==> src/logic/adcp_cfg.svh <==
/*
 holds the constants of the converter output interface: latency, timing counts,
 widths, register addresses and event bits. assumes a 20 MHz system clock; included by bare name.
*/
// Notes on behaviour
// - sample on clock fall, output 8 cycles later
// - equalizer tolerates 35 to 65 percent duty
// - equalizer needs 100 cycles to lock
// - strobe copies clock delayed 5.2ns, equalizer off
// - equalizer on gives fixed strobe pulse width
// - outputs change on strobe fall, valid rising
// - flag high when input beyond span times 3/4
// - flag shares latency, moves with sample bus
// - flag tri-states 10ns after power-down edges
// - format select high gray, low two's complement
// - code maps to fraction of 16384, gray offset 8192
// - 14-bit parallel bus capable of high impedance
// - power-down high enters low-power mode
// - strobe tri-stated during power-down
// - bus tri-states 10ns after power-down edges
`ifndef ADCP_CFG_SVH
`define ADCP_CFG_SVH
`define ADCP_CLK_NS 50
`define ADCP_LATENCY 8
`define ADCP_LOCK_CYCLES 100
`define ADCP_DAV_DELAY_PS 5200
`define ADCP_DAV_DELAY_CYC ((`ADCP_DAV_DELAY_PS + `ADCP_CLK_NS * 1000 - 1) / (`ADCP_CLK_NS * 1000))
`define ADCP_PD_NS 10
`define ADCP_PD_CYC ((`ADCP_PD_NS / `ADCP_CLK_NS) < 1 ? 1 : (`ADCP_PD_NS / `ADCP_CLK_NS))
`define ADCP_DAV_PULSE_CYC 2
`define ADCP_WIDTH 14
`define ADCP_MID_CODE 14'h2000
`define ADCP_FULL_CODE 15'h4000
`define ADCP_RANGE_NUM 3
`define ADCP_RANGE_DEN 4
`define ADCP_REG_STATUS 4'h0
`define ADCP_REG_MASK 4'h1
`define ADCP_REG_STATE 4'h2
`define ADCP_REG_CTRL 4'h3
`define ADCP_EV_OVR 0
`define ADCP_EV_LOCK 1
`define ADCP_EV_PD 2
`define ADCP_EV_BITS 3
`endif

==> src/logic/adcp_pkg.sv <==
/*
 holds the types of the converter output interface.
 assumes the cfg header for the widths it mirrors.
*/
package adcp_pkg;
    typedef enum logic [1:0] {
        ADCP_OFF = 2'b00,
        ADCP_WAKE = 2'b01,
        ADCP_LOCK = 2'b11,
        ADCP_RUN = 2'b10
    } adcp_state_t;
    typedef logic [13:0] adcp_word_t;
endpackage

==> src/logic/adcp_sync.sv <==
/*
 holds a two flip-flop synchroniser for a vector of pins.
 assumes the pins are quasi-static or sampled by slower logic.
*/
`timescale 1ns/1ps
module adcp_sync #(
    parameter int W = 1
) (
    input wire logic clk,
    input wire logic rst_b,
    input wire logic [W-1:0] d,
    output logic [W-1:0] q
);
    logic [W-1:0] meta;

    // first stage feeds only the second
    always_ff @(posedge clk)
    begin
        if (!rst_b)
        begin
            meta <= '0;
            q <= '0;
        end
        else
        begin
            meta <= d;
            q <= meta;
        end
    end
endmodule

==> src/logic/adcp_code.sv <==
/*
 holds the output coder: clamps the signed sample to the valid span, flags
 out-of-range and encodes two's complement or gray.
 assumes a combinational use inside the clocked pipeline.
*/
`timescale 1ns/1ps
`include "adcp_cfg.svh"
module adcp_code #(
    parameter int W = `ADCP_WIDTH
) (
    input wire logic signed [W+1:0] sample_in,
    input wire logic format_select,
    output logic [W-1:0] code_out,
    output logic over
);
    localparam logic signed [W+1:0] HI = (W+2)'((1 << (W-1)) - 1);
    localparam logic signed [W+1:0] LO = -(W+2)'(1 << (W-1));
    wire logic is_hi = sample_in > HI;
    wire logic is_lo = sample_in < LO;
    wire logic signed [W+1:0] clamped = is_hi ? HI : (is_lo ? LO : sample_in);
    wire logic [W-1:0] twos = clamped[W-1:0];
    // offset binary is two's complement with top bit inverted
    wire logic [W-1:0] offs = {~twos[W-1], twos[W-2:0]};
    wire logic [W-1:0] gray = offs ^ (offs >> 1);

    // flag and format selection
    assign over = is_hi | is_lo;
    assign code_out = format_select ? gray : twos;
endmodule

==> src/logic/adcp_top.sv <==
/*
 holds the digital output side of the pipelined converter: clock edge finder,
 8-cycle result pipe, data-valid strobe, power-down tri-state control, and a
 small status register file with a masked interrupt.
 assumes clock_in_pos comes from another domain and is far slower than clk;
 sample_in is the quantizer result already expressed in the 3/4 span units.
*/
// Our own choices: strobed register access and the placing of the registers.
`timescale 1ns/1ps
`include "adcp_cfg.svh"
module adcp_top #(
    parameter int W = `ADCP_WIDTH,
    parameter int LATENCY = `ADCP_LATENCY,
    parameter int LOCK_CYCLES = `ADCP_LOCK_CYCLES
) (
    input wire logic clk,
    input wire logic rst_b,
    input wire logic clock_in_pos,
    input wire logic clock_in_neg,
    input wire logic clock_type_select,
    input wire logic duty_equalizer_enable,
    input wire logic format_select,
    input wire logic power_down_pin,
    input wire logic signed [W+1:0] sample_in,
    input wire logic [3:0] reg_addr,
    input wire logic [31:0] reg_wdata,
    input wire logic reg_wr,
    input wire logic reg_rd,
    output logic [31:0] reg_rdata,
    output logic irq,
    output logic [W-1:0] sample_bus,
    output logic [W-1:0] sample_bus_oe_b,
    output logic out_of_range_flag,
    output logic out_of_range_flag_oe_b,
    output logic data_valid_strobe,
    output logic data_valid_strobe_oe_b,
    output logic low_power
);
    localparam int DAV_CYC = `ADCP_DAV_DELAY_CYC;
    localparam int PD_CYC = `ADCP_PD_CYC;
    localparam int LAST = LATENCY;

    // synchronised pins
    logic [5:0] pins_s;
    adcp_sync #(.W(6)) u_sync (
        .clk(clk),
        .rst_b(rst_b),
        .d({clock_in_pos, clock_in_neg, clock_type_select, duty_equalizer_enable, format_select, power_down_pin}),
        .q(pins_s)
    );
    wire logic cp_s = pins_s[5];
    wire logic cn_s = pins_s[4];
    wire logic diff_s = pins_s[3];
    wire logic dce_s = pins_s[2];
    wire logic fmt_s = pins_s[1];
    wire logic pd_s = pins_s[0];

    // conversion clock: pos alone when single ended, else pos minus neg
    wire logic conv_clk = diff_s ? (cp_s & ~cn_s) : cp_s;
    logic conv_q;
    always_ff @(posedge clk)
    begin
        if (!rst_b)
            conv_q <= 1'b0;
        else
            conv_q <= conv_clk;
    end
    wire logic clk_fall = conv_q & ~conv_clk;
    wire logic clk_rise = ~conv_q & conv_clk;

    // coder on the sampled value
    logic [W-1:0] code_now;
    logic over_now;
    adcp_code #(.W(W)) u_code (
        .sample_in(sample_in),
        .format_select(fmt_s),
        .code_out(code_now),
        .over(over_now)
    );

    // result pipe advanced once per conversion-clock fall
    // stage 0 takes the sample at its own fall, so stage LAST holds it LATENCY falls later
    logic [W-1:0] pipe_code [LATENCY+1];
    logic pipe_over [LATENCY+1];
    genvar gi;
    generate
        for (gi = 0; gi < LATENCY + 1; gi++)
        begin : g_pipe
            always_ff @(posedge clk)
            begin
                if (!rst_b)
                begin
                    pipe_code[gi] <= '0;
                    pipe_over[gi] <= 1'b0;
                end
                else if (clk_fall)
                begin
                    pipe_code[gi] <= (gi == 0) ? code_now : pipe_code[(gi == 0) ? 0 : gi - 1];
                    pipe_over[gi] <= (gi == 0) ? over_now : pipe_over[(gi == 0) ? 0 : gi - 1];
                end
            end
        end
    endgenerate

    // strobe delay line: edges of the clock delayed by whole cycles
    logic [DAV_CYC-1:0] fall_dly;
    logic [DAV_CYC-1:0] lvl_dly;
    always_ff @(posedge clk)
    begin
        if (!rst_b)
        begin
            fall_dly <= '0;
            lvl_dly <= '0;
        end
        else
        begin
            fall_dly <= DAV_CYC'({fall_dly, clk_fall});
            lvl_dly <= DAV_CYC'({lvl_dly, conv_clk});
        end
    end
    wire logic dav_fall_evt = fall_dly[DAV_CYC-1];
    wire logic dav_lvl = lvl_dly[DAV_CYC-1];

    // fixed-width pulse when equalizer on: placed from the last fall spacing so that
    // its falling edge lands on the strobe fall, as with the equalizer off
    logic [15:0] since_fall;
    logic [15:0] fall_period;
    always_ff @(posedge clk)
    begin
        if (!rst_b)
        begin
            since_fall <= 16'h0;
            fall_period <= 16'h0;
        end
        else
        begin
            since_fall <= dav_fall_evt ? 16'h0 : since_fall + 16'h1;
            fall_period <= dav_fall_evt ? since_fall : fall_period;
        end
    end
    wire logic pulse_win = since_fall + 16'(`ADCP_DAV_PULSE_CYC) >= fall_period;
    wire logic dav_fixed = !dav_fall_evt && fall_period != 16'h0 && pulse_win && since_fall < fall_period;
    wire logic next_dav = dce_s ? dav_fixed : dav_lvl;

    // power-down state and equalizer lock tracking
    adcp_pkg::adcp_state_t state;
    adcp_pkg::adcp_state_t next_state;
    logic [7:0] tcnt;
    logic [7:0] next_tcnt;
    logic [15:0] period_cnt;
    logic [15:0] last_period;
    wire logic freq_change = clk_rise && (last_period != 16'h0) &&
        ((period_cnt > last_period + 16'h1) || (period_cnt + 16'h1 < last_period));
    wire logic lock_done = tcnt >= 8'(LOCK_CYCLES);
    always_comb
    begin
        next_state = state;
        next_tcnt = tcnt;
        case (state)
            adcp_pkg::ADCP_OFF:
                if (!pd_s)
                begin
                    next_state = adcp_pkg::ADCP_WAKE;
                    next_tcnt = 8'h0;
                end
            adcp_pkg::ADCP_WAKE:
                if (pd_s)
                    next_state = adcp_pkg::ADCP_OFF;
                else if (tcnt + 8'h1 >= 8'(PD_CYC))
                begin
                    next_state = adcp_pkg::ADCP_LOCK;
                    next_tcnt = 8'h0;
                end
                else
                    next_tcnt = tcnt + 8'h1;
            adcp_pkg::ADCP_LOCK:
                if (pd_s)
                    next_state = adcp_pkg::ADCP_OFF;
                else if (!dce_s || lock_done)
                    next_state = adcp_pkg::ADCP_RUN;
                else if (clk_rise)
                    next_tcnt = tcnt + 8'h1;
            default:
                if (pd_s)
                    next_state = adcp_pkg::ADCP_OFF;
                else if (dce_s && freq_change)
                begin
                    next_state = adcp_pkg::ADCP_LOCK;
                    next_tcnt = 8'h0;
                end
        endcase
    end
    always_ff @(posedge clk)
    begin
        if (!rst_b)
        begin
            state <= adcp_pkg::ADCP_OFF;
            tcnt <= 8'h0;
            period_cnt <= 16'h0;
            last_period <= 16'h0;
        end
        else
        begin
            state <= next_state;
            tcnt <= next_tcnt;
            period_cnt <= clk_rise ? 16'h0 : period_cnt + 16'h1;
            last_period <= clk_rise ? period_cnt : last_period;
        end
    end
    wire logic drive_on = state != adcp_pkg::ADCP_OFF && state != adcp_pkg::ADCP_WAKE;
    wire logic locked = state == adcp_pkg::ADCP_RUN;

    // pin drivers: bus changes at strobe fall, stable at its rise
    always_ff @(posedge clk)
    begin
        if (!rst_b)
        begin
            sample_bus <= '0;
            out_of_range_flag <= 1'b0;
            data_valid_strobe <= 1'b0;
            sample_bus_oe_b <= '1;
            out_of_range_flag_oe_b <= 1'b1;
            data_valid_strobe_oe_b <= 1'b1;
            low_power <= 1'b1;
        end
        else
        begin
            if (dav_fall_evt)
            begin
                sample_bus <= pipe_code[LAST];
                out_of_range_flag <= pipe_over[LAST];
            end
            data_valid_strobe <= next_dav;
            sample_bus_oe_b <= {W{~drive_on}};
            out_of_range_flag_oe_b <= ~drive_on;
            data_valid_strobe_oe_b <= ~drive_on;
            low_power <= pd_s;
        end
    end

    // status events, write one to clear, set wins
    logic [`ADCP_EV_BITS-1:0] status;
    logic [`ADCP_EV_BITS-1:0] mask;
    logic locked_q;
    logic pd_q;
    wire logic [`ADCP_EV_BITS-1:0] ev = {pd_s & ~pd_q, locked & ~locked_q, dav_fall_evt & pipe_over[LAST]};
    wire logic wr_status = reg_wr && reg_addr == `ADCP_REG_STATUS;
    wire logic wr_mask = reg_wr && reg_addr == `ADCP_REG_MASK;
    wire logic [`ADCP_EV_BITS-1:0] clr = wr_status ? reg_wdata[`ADCP_EV_BITS-1:0] : '0;
    wire logic [31:0] rd_mux =
        (reg_addr == `ADCP_REG_STATUS) ? 32'(status) :
        (reg_addr == `ADCP_REG_MASK) ? 32'(mask) :
        (reg_addr == `ADCP_REG_STATE) ? {28'h0, locked, drive_on, state} :
        (reg_addr == `ADCP_REG_CTRL) ? {27'h0, pd_s, fmt_s, dce_s, diff_s, cp_s} : 32'h0;
    always_ff @(posedge clk)
    begin
        if (!rst_b)
        begin
            status <= '0;
            mask <= '0;
            locked_q <= 1'b0;
            pd_q <= 1'b0;
            reg_rdata <= 32'h0;
            irq <= 1'b0;
        end
        else
        begin
            status <= (status & ~clr) | ev;
            mask <= wr_mask ? reg_wdata[`ADCP_EV_BITS-1:0] : mask;
            locked_q <= locked;
            pd_q <= pd_s;
            reg_rdata <= reg_rd ? rd_mux : 32'h0;
            irq <= |(((status & ~clr) | ev) & (wr_mask ? reg_wdata[`ADCP_EV_BITS-1:0] : mask));
        end
    end

    // checks
    property p_pd_float;
        @(posedge clk) disable iff (!rst_b) $rose(pd_s) |=> ##1 (&sample_bus_oe_b && out_of_range_flag_oe_b);
    endproperty
    a_pd_float: assert property (p_pd_float) else $error("bus not released after power-down");
    property p_dav_float;
        @(posedge clk) disable iff (!rst_b) (state == adcp_pkg::ADCP_OFF) |=> data_valid_strobe_oe_b;
    endproperty
    a_dav_float: assert property (p_dav_float) else $error("strobe driven in power-down");
    property p_bus_at_fall;
        @(posedge clk) disable iff (!rst_b) !$past(dav_fall_evt) |-> $stable(sample_bus);
    endproperty
    a_bus_at_fall: assert property (p_bus_at_fall) else $error("bus moved outside strobe fall");
    property p_dav_copy;
        @(posedge clk) disable iff (!rst_b) !dce_s ##1 !$past(dce_s) |-> data_valid_strobe == $past(dav_lvl);
    endproperty
    a_dav_copy: assert property (p_dav_copy) else $error("strobe not a delayed clock copy");
    property p_fixed_pulse;
        @(posedge clk) disable iff (!rst_b) (dce_s && $rose(dav_fixed)) |=> dav_fixed ##1 !dav_fixed;
    endproperty
    a_fixed_pulse: assert property (p_fixed_pulse) else $error("strobe pulse width wrong");
    property p_flag_with_bus;
        @(posedge clk) disable iff (!rst_b) dav_fall_evt |=> out_of_range_flag == $past(pipe_over[LAST]);
    endproperty
    a_flag_with_bus: assert property (p_flag_with_bus) else $error("flag not aligned with bus");
    property p_lock_wait;
        @(posedge clk) disable iff (!rst_b) (state == adcp_pkg::ADCP_LOCK && dce_s && !pd_s && tcnt < 8'(LOCK_CYCLES))
            |=> !locked;
    endproperty
    a_lock_wait: assert property (p_lock_wait) else $error("locked too early");
    property p_irq;
        @(posedge clk) disable iff (!rst_b) $rose(pd_s) && mask[`ADCP_EV_PD] |=> irq;
    endproperty
    a_irq: assert property (p_irq) else $error("power-down event lost");
endmodule

==> config.mk <==
export PLATFORM = sky130hd
export DESIGN_NAME = adcp_top
export DESIGN_NICKNAME = d
export VERILOG_FILES = /design/src/logic/adcp_pkg.sv /design/src/logic/adcp_sync.sv /design/src/logic/adcp_code.sv /design/src/logic/adcp_top.sv
export VERILOG_INCLUDE_DIRS = /design/src /design/src/logic
export SDC_FILE = /design/constraint.sdc
export NUM_CORES = 1
export LEC_CHECK = 0
export BUFFER_PORTS_ARGS = -buffer_cell sky130_fd_sc_hd__buf_2
export CAP_MARGIN = 20
export CORE_MARGIN = 2
export CORE_UTILIZATION = 45
export DETAILED_ROUTE_END_ITERATION = 8
export PLACE_DENSITY_LB_ADDON = 0.15
export SLEW_MARGIN = 20
export SYNTH_ARGS = -nofsm -noshare
export SYNTH_HDL_FRONTEND = slang
export SYNTH_HIERARCHICAL = 1
export SYNTH_SLANG_ARGS = --single-unit
==> constraint.sdc <==
create_clock -name clk -period 8 [get_ports clk]
set_clock_uncertainty 0.05 [all_clocks]
set_input_delay 1.2 -clock clk [delete_from_list [all_inputs] [get_ports clk]]
set_output_delay 1.2 -clock clk [all_outputs]
set_load 0.01 [all_outputs]
==> reports/summary.txt <==
Die span in x: 171 µm
Cts hold-fix bufs: 0
WP data required: 8340 ps
DR vias/cell: 4.94
Max_cap viols: 0
Drt total wl: 22300 µm
Global-route wire length before repair: 37400 µm
Switch share: 23.5%
Final Critical Period: 3850 ps
# IOs: 128
Critical path capture point type: flop
Crit path capture: tcnt[1]
Vias: 8176
CP arrival: 4200 ps
P_sw: 682 µW
FILL cells: 2513
Final hold violations: 0
Clock transition at path regs: 60 ps
Gr ovfl total: 0
WL per Instance: 13.5 µm
Setup TNS: 0 ps
Clk root buf: clkbuf_16
Worst R2R Start: period_cnt[2]
Util after Layout: 50.2%
Crit. Startpoint: period_cnt[2]
Die height: 171 µm
Synth cell types: 64
Post-route ant nets: 0
Clock latency on the worst-skew pair: 540 ps
Outcome: complete, no violations
Place WS: 4190 ps
Area grow syn2layout: 10.2%
WHS: 388 ps
Core box area: 27700 µm²
YS warnings: 6
Worst-margin pin slew: 973 ps
Post-DP HPWL: 14500 µm
TritonCTS Buffers: 28
Ant. Diodes: 0
Initial antenna violation count: 0
CP max FO: 11
Largest net degree at the start of global routing: 136
GPL Wtd Cong: 0.846
Achievable Freq: 259 MHz
Mapped Area: 12600 µm²
Layout cells sized above 1: 10.8%
# nets final: 1391
Sequential fraction of the synthesis area: 51.1%
Worst R2R Path Depth: 12
Startpoint types: flop
# port buffers: 71
Slew margin rel.: 35.1%
DRC Markers: 0
Initial Util: 45.6%
Internal Power: 2.23 mW
Max Slew Vio Count: 0
Setup CP Type: flop to flop
RSZ-0062 raised after global routing: no
Mean Syn Cell Area: 10.4 µm²
Reg2reg setup slack: 4150 ps
Worst IR Drop VDD: 0.166 mV
Total Routing Usage GR: 15.5%
DRT Pass-1 Iters: 5
# H-tree levels: 1
Post-synth ARST share: 0%
Num Clock Sinks: 255
Setup Fix Bufs, Post-CTS: 0
Reg power frac: 49.9%
Multi-input gate area: 5500 µm²
Row cnt: 61
Post-cts repair resize count: 0
Post-synth EDFFs: 134
Register Area: 6450 µm²
First DRT Iteration DRCs: 707
Gate Count Post-Synth: 1219
Die area: 29400 µm²
CTS tree: built
Reg-to-Reg End: tcnt[1]
Pwr Density: 209 nW/µm²
Clk pwr share: 41.6%
Final Cycle Share: 48.2%
Overall power: 2.91 mW
Vias in the first global route: 7514
Setup ws final: 4150 ps
Synth Flop Type: edfxtp_1
Comb pwr share: 8.5%
Hold Path Class: flop to flop
Setup-failing EPs final: 0
Count of state elements after synthesis: 255
Leak: 5.50 nW
Clock buffer depth: 3
## power groups by stage
stage	Sequential [mW]	Combinational (mW)	Clock, mW
floorplan	1.48	0.222	0
global placement	1.48	0.246	0
detailed placement	1.48	0.249	0
CTS	1.45	0.251	1.25
global route	1.46	0.278	1.30
finish	1.45	0.248	1.21
## sequential cells by signal, indices dropped and copies added (netlist names), 2 cells and up
name and flops:
u_sync/q 6, since_fall 16, mask 3, fall_period 16, status 3, state 2, pipe_over 9, pipe_code 126
period_cnt 16, u_sync/meta 6, reg_rdata 5, sample_bus 14, last_period 16, tcnt 8
## cells by family after synthesis
kind of cell / Yosys count / share of synthesized area [%]
AOI/OAI and AO/OA: 143 / 7.42
xor gates and xnor gates: 55 / 3.82
adders and majority gates: 75 / 7.43
buffers and inverters: 157 / 6.27
DFF: 255 / 51.1
muxes: 46 / 3.65
other: 1 / 0.0297
and+or+nand+nor: 487 / 20.3
## per-stage QoR
step | area (µm²) | cells
global placement | 13000 | 1602
global route | 13900 | 1654
finish | 13900 | 1654
detailed placement | 13000 | 1602
floorplan | 12700 | 1245
CTS | 13900 | 1654
## layout by cell type (no fill, tap or decap), types with 4 or more instances in the layout
| cell | count |
|---|---|
| and2_1 | 141 |
| edfxtp_1 | 134 |
| dfxtp_1 | 120 |
| nand2_1 | 99 |
| nor2_1 | 84 |
| ha_1 | 75 |
| buf_2 | 71 |
| inv_1 | 58 |
| a21oi_1 | 58 |
| mux2i_1 | 46 |
| xnor2_1 | 38 |
| nand3_1 | 33 |
| nor3_1 | 28 |
| clkbuf_16 | 28 |
| conb_1 | 27 |
| nand4_1 | 23 |
| o21ai_0 | 19 |
| xor2_1 | 17 |
| nor2b_1 | 15 |
| a211o_1 | 12 |
| and3_1 | 11 |
| clkinv_1 | 10 |
| a21o_1 | 9 |
| nor4_1 | 8 |
| and2_2 | 8 |
| or3_1 | 7 |
| nand2b_1 | 7 |
| o22ai_1 | 6 |
| buf_4 | 6 |
| nand3b_1 | 6 |
| clkbuf_1 | 5 |
| or2_2 | 4 |
| o211ai_1 | 4 |
| o21bai_1 | 4 |
## area by class of cell
type	instances	area share (%)
clock buffers	33	5.17
clock inverters	19	1.10
inverters	59	1.59
multi-input cells	833	39.5
flip-flops and latches	255	46.3
well taps	378	3.40
repair buffers	77	2.88
## how the worst min path moves through the flow
stage | startpoint | to | cells after the start | slack [ps]
2_1_floorplan | u_sync/meta[0] | u_sync/q[0] | 1 | 360
3_3_place_gp | u_sync/meta[1] | u_sync/q[1] | 1 | 370
3_5_place_dp | u_sync/meta[0] | u_sync/q[0] | 1 | 380
4_1_cts | u_sync/meta[0] | u_sync/q[0] | 1 | 390
5_1_grt | u_sync/meta[1] | u_sync/q[1] | 1 | 400
6_report | u_sync/meta[0] | u_sync/q[0] | 1 | 390
## routing by layer
metal | wire (µm) | vias to the layer above | track usage (%)
li1 | - | 4214 | -
met1 | 11500 | 3791 | 23.2
met2 | 9490 | 148 | 23.5
met3 | 1040 | 23 | 2.51
met4 | 293 | 0 | 3.24
met5 | 0 | - | 0
## cell usage after synthesis (all sizes together), types with 9 or more instances
cell type  count  area (µm²)
o21ai         20         100
nor3          29         156
nand3         33         165
nand4         23         144
inv           59         221
nor4           9        62.6
nor2b         15        93.8
xnor2         38         333
nor2          85         319
xor2          17         149
a21oi         58         290
and2         149         942
a21o           9        67.6
mux2i         46         460
buf           61         432
dfxtp        121        2420
clkbuf        37         139
ha            75         938
a211o         12         105
edfxtp       134        4020
and3          11        68.8
nand2        100         375
## worst max-delay path, stage by stage (launching register included)
cell and delay (ps):
dfxtp_1 450, and3_1 240, and3_1 220, nand4_1 220, nor4_1 500, xor2_1 150, ha_1 330, nand4_1 160
a2111oi_0 520, nor4_2 150, o31a_1 460, nand4_1 180, o31ai_2 80
No activity file was read; power rests on OpenSTA's default activity.
